## config.mk

```make
export PLATFORM = sky130hd
export DESIGN_NAME = psr_status_readback
export DESIGN_NICKNAME = d
export VERILOG_FILES = /design/src/verilog/psr_pkg.sv /design/src/verilog/psr_status_readback.sv
export VERILOG_INCLUDE_DIRS = /design/src /design/src/verilog
export SDC_FILE = /design/constraint.sdc
export NUM_CORES = 1
export LEC_CHECK = 0
export BUFFER_PORTS_ARGS = -buffer_cell sky130_fd_sc_hd__buf_2
export CAP_MARGIN = 40
export CORE_ASPECT_RATIO = 0.6
export CORE_MARGIN = 4
export CORE_UTILIZATION = 50
export CTS_CLUSTER_SIZE = 25
export DETAILED_ROUTE_END_ITERATION = 12
export GPL_ROUTABILITY_DRIVEN = 0
export PLACE_DENSITY = 0.75
export SETUP_SLACK_MARGIN = 0.4
export SLEW_MARGIN = 20
export SYNTH_ARGS = -nofsm -noshare
export SYNTH_HDL_FRONTEND = slang
export SYNTH_SLANG_ARGS = --single-unit
```

## constraint.sdc

```tcl
create_clock -name clk -period 2.8 [get_ports clk]
set_input_delay 0.14 -clock clk [delete_from_list [all_inputs] [get_ports clk]]
set_output_delay 0.14 -clock clk [all_outputs]
set_load 0.01 [all_outputs]
```

## src/verilog/psr_cfg.svh

```systemverilog
// Command codes, field positions and fixed values of the status and telemetry readback block
`ifndef PSR_CFG_SVH
`define PSR_CFG_SVH

// Command codes decoded on the read port (byte reads for status and revision, word reads for the readings)
`define PSR_CMD_CML_FAULTS     8'h40
`define PSR_CMD_VENDOR_STATUS  8'h41
`define PSR_CMD_VIN_READING    8'h42
`define PSR_CMD_VOUT_READING   8'h43
`define PSR_CMD_TEMP_READING   8'h44
`define PSR_CMD_BUS_REVISION   8'h45

// Fault byte bit positions
`define PSR_CML_CMD_BIT        7
`define PSR_CML_DATA_BIT       6
`define PSR_CML_PEC_BIT        5
`define PSR_CML_MEM_BIT        4
`define PSR_CML_BUS_BIT        1

// Vendor status bit positions
`define PSR_MFR_DISCHARGE_BIT  7
`define PSR_MFR_LINE1_BIT      6
`define PSR_MFR_LINE0_BIT      5
`define PSR_MFR_TARGET_BIT     4
`define PSR_MFR_DAC_ON_BIT     3
`define PSR_MFR_DAC_SAT_BIT    2
`define PSR_MFR_VINEN_OFF_BIT  1
`define PSR_MFR_WATCHDOG_BIT   0

// Fixed and reset values
`define PSR_REV_VALUE          8'h11
`define PSR_CML_RESET          8'h00
`define PSR_WORD_RESET         16'h0000

`endif

```

## src/verilog/psr_pkg.sv

```systemverilog
// Types shared by the status and telemetry readback block
package psr_pkg;
    typedef enum logic [1:0] {
        PSR_ADC_VIN,
        PSR_ADC_VOUT,
        PSR_ADC_IOUT,
        PSR_ADC_TEMP
    } psr_adc_kind_t;
endpackage

```

## src/verilog/psr_status_readback.sv

```systemverilog
// Status and telemetry readback: fault byte, vendor status, ADC readings, revision
//
// Notes on behaviour
// RULE_01: Illegal or unsupported command code sets fault byte bit 7.
// RULE_02: Illegal or unsupported data with a command sets fault byte bit 6.
// RULE_03: Surplus byte before stop sets bit 5 unless it is a matching PEC.
// RULE_04: Any EEPROM fault sets fault byte bit 4.
// RULE_05: Fault byte bits 3, 2 and 0 always read zero.
// RULE_06: Other malformed bus transactions set fault byte bit 1.
// RULE_07: Vendor status bits 1:0 are device-wide; bits 7:2 are per page.
// RULE_08: Sticky bits 7,6,5,2 clear only by clear-faults or user channel-on; bit 0 only by clear-faults.
// RULE_09: Vendor bits 7, 6, 5 or 0 set drive the alert line low.
// RULE_10: Discharge fault while entering ON sets vendor bit 7 for that channel.
// RULE_11: Turn-on with fault line low, or shutdown by it, sets bit 6/5.
// RULE_12: Vendor bit 4 live shows servo target reached, no alert.
// RULE_13: Vendor bit 3 live shows trim DAC connected and driving.
// RULE_14: Servo ending at DAC max or min sets sticky vendor bit 2.
// RULE_15: Vendor bit 1 live shows input enable dropped by output fault.
// RULE_16: Watchdog expiry sets sticky, alerting, device-wide vendor bit 0.
// RULE_17: Input voltage reading returns latest input sense sample, linear-11 volts.
// RULE_18: Output reading returns latest channel sample, linear-16 volts.
// RULE_19: Odd channel with high-resolution current returns linear-11 millivolt word.
// RULE_20: Temperature reading returns latest die sensor sample, linear-11 Celsius.
// RULE_21: Revision byte is read-only and always 0x11.
// RULE_22: Host byte-reads status, word-reads telemetry, after selecting the page.
`include "psr_cfg.svh"

module psr_status_readback #(
    parameter int N_CH   = 8,
    parameter int PAGE_W = 3
) (
    input  wire logic                  clk,                 // 250 MHz clock
    input  wire logic                  rstn,                // Async reset, active low
    input  wire logic                  rd_req,              // Read request pulse
    input  wire logic [7:0]            rd_cmd,              // Command code of the read
    input  wire logic [PAGE_W-1:0]     page,                // Selected channel page
    output logic                       rd_valid_q,          // Read answer pulse
    output logic [15:0]                rd_data_q,           // Read data, bytes in low 8
    output logic                       rd_unsup_q,          // Unknown command pulse
    input  wire logic                  cmd_illegal_evt,     // Illegal command from protocol
    input  wire logic                  data_illegal_evt,    // Illegal data from protocol
    input  wire logic                  extra_byte_evt,      // Surplus byte before stop
    input  wire logic                  extra_byte_pec_ok,   // Surplus byte matched PEC
    input  wire logic                  mem_fault_evt,       // EEPROM fault
    input  wire logic                  bus_malformed_evt,   // Other malformed transaction
    input  wire logic                  clear_faults,        // Clear-faults command pulse
    input  wire logic [N_CH-1:0]       chan_user_on,        // User commands channel on
    input  wire logic [N_CH-1:0]       chan_entering_on,    // Channel entering ON state
    input  wire logic [N_CH-1:0]       discharge_fault_evt, // Output discharge fault
    input  wire logic [N_CH-1:0]       chan_turn_on_try,    // Channel tries to turn on
    input  wire logic [N_CH-1:0]       shut_by_line0,       // Shut down by fault line 0
    input  wire logic [N_CH-1:0]       shut_by_line1,       // Shut down by fault line 1
    input  wire logic                  shared_fault_line0_n, // Fault line 0 pin
    input  wire logic                  shared_fault_line1_n, // Fault line 1 pin
    input  wire logic [N_CH-1:0]       servo_at_target,     // Servo target reached
    input  wire logic [N_CH-1:0]       trim_dac_output,     // DAC driving its pin
    input  wire logic [N_CH-1:0]       servo_done_evt,      // Servo operation ended
    input  wire logic [N_CH-1:0]       dac_at_limit,        // DAC code at max or min
    input  wire logic                  vin_en_faulted_off,  // Input enable dropped
    input  wire logic                  watchdog_expired,    // Watchdog expiry pulse
    input  wire logic [N_CH-1:0]       adc_hires,           // High-res current select
    input  wire logic                  adc_wr,              // ADC sample strobe
    input  wire psr_pkg::psr_adc_kind_t adc_kind,           // Kind of the sample
    input  wire logic [PAGE_W-1:0]     adc_ch,              // Channel of the sample
    input  wire logic [15:0]           adc_word,            // Encoded sample word
    output logic                       alert_n_output       // Alert line, active low
);

    // Fault line pins pass two flops first
    logic line0_s1_q;
    logic line0_s2_q;
    logic line1_s1_q;
    logic line1_s2_q;

    always_ff @(posedge clk or negedge rstn) begin
        if (!rstn) begin
            line0_s1_q <= 1'b1;
            line0_s2_q <= 1'b1;
            line1_s1_q <= 1'b1;
            line1_s2_q <= 1'b1;
        end else begin
            line0_s1_q <= shared_fault_line0_n;
            line0_s2_q <= line0_s1_q;
            line1_s1_q <= shared_fault_line1_n;
            line1_s2_q <= line1_s1_q;
        end
    end

    // Read decode
    logic known_cmd;
    always_comb begin
        unique case (rd_cmd)
            `PSR_CMD_CML_FAULTS,
            `PSR_CMD_VENDOR_STATUS,
            `PSR_CMD_VIN_READING,
            `PSR_CMD_VOUT_READING,
            `PSR_CMD_TEMP_READING,
            `PSR_CMD_BUS_REVISION: known_cmd = 1'b1;
            default:               known_cmd = 1'b0;
        endcase
    end

    // Communication, memory and logic fault byte
    logic [7:0] cml_q;
    logic [7:0] cml_set;
    logic [7:0] cml_d;

    always_comb begin
        cml_set = 8'h00;
        cml_set[`PSR_CML_CMD_BIT]  = cmd_illegal_evt | (rd_req & ~known_cmd);  // [RULE_01]
        cml_set[`PSR_CML_DATA_BIT] = data_illegal_evt;                         // [RULE_02]
        cml_set[`PSR_CML_PEC_BIT]  = extra_byte_evt & ~extra_byte_pec_ok;      // [RULE_03]
        cml_set[`PSR_CML_MEM_BIT]  = mem_fault_evt;                            // [RULE_04]
        cml_set[`PSR_CML_BUS_BIT]  = bus_malformed_evt;                        // [RULE_06]
        // Set wins over a clear in the same cycle
        cml_d = (clear_faults ? 8'h00 : cml_q) | cml_set;
    end

    always_ff @(posedge clk or negedge rstn) begin
        if (!rstn) begin
            cml_q <= `PSR_CML_RESET;
        end else begin
            cml_q <= cml_d;
        end
    end

    // Bits 3, 2 and 0 are never stored
    logic [7:0] cml_view;
    assign cml_view = cml_q & 8'hf2;  // [RULE_05]

    // Per-channel sticky vendor bits
    logic [N_CH-1:0] disch_q;
    logic [N_CH-1:0] line1_q;
    logic [N_CH-1:0] line0_q;
    logic [N_CH-1:0] dac_sat_q;
    logic [N_CH-1:0] ch_clr;
    logic [N_CH-1:0] disch_set;
    logic [N_CH-1:0] line1_set;
    logic [N_CH-1:0] line0_set;
    logic [N_CH-1:0] dac_sat_set;

    assign ch_clr      = {N_CH{clear_faults}} | chan_user_on;                          // [RULE_08]
    assign disch_set   = discharge_fault_evt & chan_entering_on;                       // [RULE_10]
    assign line1_set   = (chan_turn_on_try & {N_CH{~line1_s2_q}}) | shut_by_line1;     // [RULE_11]
    assign line0_set   = (chan_turn_on_try & {N_CH{~line0_s2_q}}) | shut_by_line0;     // [RULE_11]
    assign dac_sat_set = servo_done_evt & dac_at_limit;                                // [RULE_14]

    always_ff @(posedge clk or negedge rstn) begin
        if (!rstn) begin
            disch_q   <= '0;
            line1_q   <= '0;
            line0_q   <= '0;
            dac_sat_q <= '0;
        end else begin
            disch_q   <= (disch_q & ~ch_clr) | disch_set;      // [RULE_08]
            line1_q   <= (line1_q & ~ch_clr) | line1_set;      // [RULE_08]
            line0_q   <= (line0_q & ~ch_clr) | line0_set;      // [RULE_08]
            dac_sat_q <= (dac_sat_q & ~ch_clr) | dac_sat_set;  // [RULE_08]
        end
    end

    // Device-wide watchdog flag, cleared only by clear-faults
    logic wdog_q;
    always_ff @(posedge clk or negedge rstn) begin
        if (!rstn) begin
            wdog_q <= 1'b0;
        end else begin
            wdog_q <= (wdog_q & ~clear_faults) | watchdog_expired;  // [RULE_16]
        end
    end

    // Alert from stored flags only
    logic alert_any;
    assign alert_any = (|disch_q) | (|line1_q) | (|line0_q) | wdog_q;  // [RULE_09]

    always_ff @(posedge clk or negedge rstn) begin
        if (!rstn) begin
            alert_n_output <= 1'b1;
        end else begin
            alert_n_output <= ~alert_any;  // [RULE_09]
        end
    end

    // Vendor status byte for the selected page
    logic [7:0] mfr_view;
    always_comb begin
        mfr_view = 8'h00;
        mfr_view[`PSR_MFR_DISCHARGE_BIT] = disch_q[page];          // [RULE_07]
        mfr_view[`PSR_MFR_LINE1_BIT]     = line1_q[page];
        mfr_view[`PSR_MFR_LINE0_BIT]     = line0_q[page];
        mfr_view[`PSR_MFR_TARGET_BIT]    = servo_at_target[page];  // [RULE_12]
        mfr_view[`PSR_MFR_DAC_ON_BIT]    = trim_dac_output[page];  // [RULE_13]
        mfr_view[`PSR_MFR_DAC_SAT_BIT]   = dac_sat_q[page];
        mfr_view[`PSR_MFR_VINEN_OFF_BIT] = vin_en_faulted_off;     // [RULE_15] [RULE_07]
        mfr_view[`PSR_MFR_WATCHDOG_BIT]  = wdog_q;                 // [RULE_07]
    end

    // Latest ADC samples
    logic [15:0] vin_q;
    logic [15:0] temp_q;
    logic [15:0] vout_q [N_CH];
    logic [15:0] iout_q [N_CH];

    always_ff @(posedge clk or negedge rstn) begin
        if (!rstn) begin
            vin_q  <= `PSR_WORD_RESET;
            temp_q <= `PSR_WORD_RESET;
        end else if (adc_wr) begin
            if (adc_kind == psr_pkg::PSR_ADC_VIN) begin
                vin_q <= adc_word;   // [RULE_17]
            end
            if (adc_kind == psr_pkg::PSR_ADC_TEMP) begin
                temp_q <= adc_word;  // [RULE_20]
            end
        end
    end

    always_ff @(posedge clk or negedge rstn) begin
        if (!rstn) begin
            for (int i = 0; i < N_CH; i++) begin
                vout_q[i] <= `PSR_WORD_RESET;
                iout_q[i] <= `PSR_WORD_RESET;
            end
        end else if (adc_wr) begin
            if (adc_kind == psr_pkg::PSR_ADC_VOUT) begin
                vout_q[adc_ch] <= adc_word;  // [RULE_18]
            end
            if (adc_kind == psr_pkg::PSR_ADC_IOUT) begin
                iout_q[adc_ch] <= adc_word;  // [RULE_19]
            end
        end
    end

    // Odd channel in high-resolution mode returns its current word
    logic        use_iout;
    logic [15:0] out_word;
    assign use_iout = page[0] & adc_hires[page];                // [RULE_19]
    assign out_word = use_iout ? iout_q[page] : vout_q[page];   // [RULE_18] [RULE_19]

    // Read answer one cycle after the request; paged data uses the page at request time
    logic [15:0] rd_mux;
    always_comb begin
        unique case (rd_cmd)
            `PSR_CMD_CML_FAULTS:    rd_mux = {8'h00, cml_view};
            `PSR_CMD_VENDOR_STATUS: rd_mux = {8'h00, mfr_view};  // [RULE_22]
            `PSR_CMD_VIN_READING:   rd_mux = vin_q;              // [RULE_17]
            `PSR_CMD_VOUT_READING:  rd_mux = out_word;           // [RULE_18]
            `PSR_CMD_TEMP_READING:  rd_mux = temp_q;             // [RULE_20]
            `PSR_CMD_BUS_REVISION:  rd_mux = {8'h00, `PSR_REV_VALUE};  // [RULE_21]
            default:                rd_mux = 16'h0000;
        endcase
    end

    always_ff @(posedge clk or negedge rstn) begin
        if (!rstn) begin
            rd_valid_q <= 1'b0;
            rd_unsup_q <= 1'b0;
            rd_data_q  <= 16'h0000;
        end else begin
            rd_valid_q <= rd_req;
            rd_unsup_q <= rd_req & ~known_cmd;  // [RULE_01]
            if (rd_req) begin
                rd_data_q <= rd_mux;
            end
        end
    end
endmodule // psr_status_readback

```

==> flow_summary.ini <==
[worst_setup_path]
cpPeakStageDelay_ps = 510
crit_required_ps = 3260
worstPathMaxFanout = 2
crit_path_start_kind = flop
cpMaxStageDelayCell = mux2i_1
cp.arrival_ps = 2350
path_cells = mux4_2 > mux2i_1 > nor3_1 > nor4b_2 > o2bb2ai_1
path_class = reg -> reg
cp-end-kind = flop

[yosys]
async_reset_ff_frac = 1.00
synth_edf_count = 0
yosys_warnings = 0
synthCells = 1035
syn_nets = 1170
avgSynthCellArea_um2 = 15.4
syn_area_um2 = 15900
ys_types = 50
yosysSeqAreaShare = 0.548
ys_ff_latch = 349
ys.flop_type = dfrtp_1

[cts]
clock_latency_ps = 580
cts-root-buf = clkbuf_16
clk_pin_slew_ps = 70
cts_max_path_buffers = 3
h-tree-depth = 1
cts-buffers-inserted = 31
cts_num_sinks = 349
cts_tree = yes

[layout]
syn_to_final_growth_pct = 19.2
drive_above_1_share = 0.480
fillCellCount = 2301
final_net_count = 1403
layout_common_cells = dfrtp_1, mux2_2, buf_2, dlygate4sd3_1, mux4_2
n_antenna_cell = 0
layout_commonest_cell = dfrtp_1

[global_routing]
grt_pass1_wl_mm = 68.4
grt_pass1_vias = 11100
grt_max_degree = 109
antenna_found_initial = 0
grt_use_total = 0.256
grt-ovfl-total = 0

[hold_path]
hold_class = in -> reg

[die]
initial_core_util = 0.509
dieArea_um2 = 34900
dieWidth_um = 238
die_h_um = 146
core.rowCount = 50
pin_count = 154
core_area_um2 = 31300

[sta]
worst_slew_pin_slew_ps = 916
finalSetupTns_ps = 0
setup_slack_ps = 911
rsz0062_at_grt = false
slew_viol_final = 0
finalSetupViolCount = 0
finalCritPeriodShare = 0.675
skew_ps = 30.2
hold_violations = 0
slew_headroom = 0.389
fmax_ghz = 0.529
fin_crit_ps = 1890

[routing]
drtIter0Drc = 856
vias = 10300
ant_nets = 0
via_per_inst = 6.09
drtPass1Iterations = 5
wl_mm = 44.2
wl_per_cell_um = 26.0
route.detailed.drc = 0

[power]
vdd_ir_drop_max_mv = 0.472
power_density_nw_per_um2 = 660
p_leak_uw = 0.00859

[placement]
io_buffers = 149
dp_hpwl_mm = 27.9
place_ws_ps = 466

[flow_run]
drv_cap = 0

[run_status]
status = completed
[routing by layer]
metal / GRT usage / vias to the layer above / routed length, um
met5: 0 / - / 0
met4: 0.0516 / 0 / 1010
met3: 0.0699 / 76 / 3400
met2: 0.396 / 378 / 20400
met1: 0.371 / 5484 / 19400
li1: - / 4408 / -
[layout make-up]
class,count,area [um^2],share of cell area
flip-flops and latches,349,8740,0.460
multi-input cells,607,6790,0.357
repair buffers,272,1960,0.103
clock buffers,45,928,0.0489
well taps,416,520,0.0274
clock inverters,4,26.3,0.00138
inverters,7,26.3,0.00138
[sequential cells by signal, indices dropped and copies added, names as in the netlist, 5 cells and up]
signal and count:
iout_q 128, vout_q 128, rd_data_q 16, temp_q 16, vin_q 16, dac_sat_q 8
disch_q 8, line0_q 8, line1_q 8, cml_q 5
[what timing repair did]
| item | 4_1_cts | 5_1_grt |
|---|---|---|
| endpoints found under the hold margin | 141 | 0 |
| setup buffers | 0 | 0 |
| setup endpoints to repair | 0 | 0 |
| gates resized for setup | 0 | 0 |
| hold buffers | 76 | 0 |
[worst max-delay path, delay by kind of cell (launching register included)]
kind / cells / cell delay, ps
AOI/OAI and AO/OA: 1 / 90
DFF: 1 / 380
muxes: 2 / 960
and+or+nand+nor: 2 / 360
[logic make-up (layout without fill, tap and decap cells)]
family | count (synthesis) | in the layout | share of synthesized area
mux | 408 | 408 | 0.340
flops | 349 | 349 | 0.548
compound gates | 90 | 90 | 0.0476
simple gates | 109 | 109 | 0.0363
buf+inv | 79 | 328 | 0.0278
[cell usage after synthesis (all sizes together), types with 3 or more instances]
cell type,number,share of area
o21ai,11,0.0035
nand4,3,0.0012
nand3b,3,0.0014
mux4,76,0.11
a221o,17,0.011
nor3,8,0.0025
a22oi,8,0.0038
o221a,7,0.0049
or3,3,0.0012
nor2b,10,0.0039
dfstp,5,0.0082
clkbuf,26,0.0061
inv,7,0.0016
nand2,30,0.0071
a2bb2oi,3,0.0016
o2bb2ai,3,0.0016
a21o,4,0.0019
mux2,293,0.21
a31oi,4,0.0016
buf,46,0.020
a22o,18,0.0099
dfrtp,344,0.54
nand3,7,0.0030
mux2i,39,0.024
nor4,7,0.0031
o22ai,4,0.0020
nor2,25,0.0059
[per-stage QoR]
stage          utilization  std cells  total power (uW)  area (um^2)  hold WS (ps)
6_report             0.607       1700             12500        19000          23.5
5_1_grt              0.607       1700             13100        19000          38.3
4_1_cts              0.607       1700             12500        19000          12.3
3_5_place_dp         0.552       1575              8360        17300           249
3_3_place_gp         0.551       1573              8220        17200           254
2_1_floorplan            -       1035              7670        15900          -156
[power by group]
group	switching, uW	internal (uW)
Clock	1850	2270
Combinational	811	1250
Sequential	450	5900
Total	3110	9420
[path summary, 6_finish.rpt]
kind | startpoint | end | slack (ps) | cells after the start
worst max-delay path | vout_q[34] | rd_data_q[2] | 910 | 5
worst min-delay path | adc_word[6] | vout_q[102] | 20 | 2
worst max register to register | vout_q[34] | rd_data_q[2] | 910 | 5
worst min register to register | line1_s1_q | line1_s2_q | 360 | 0
max in group asynchronous | rstn | line1_q[7] | 1640 | 3
min in group asynchronous | rstn | disch_q[1] | 160 | 2
Power figures use the tool's default switching activity.
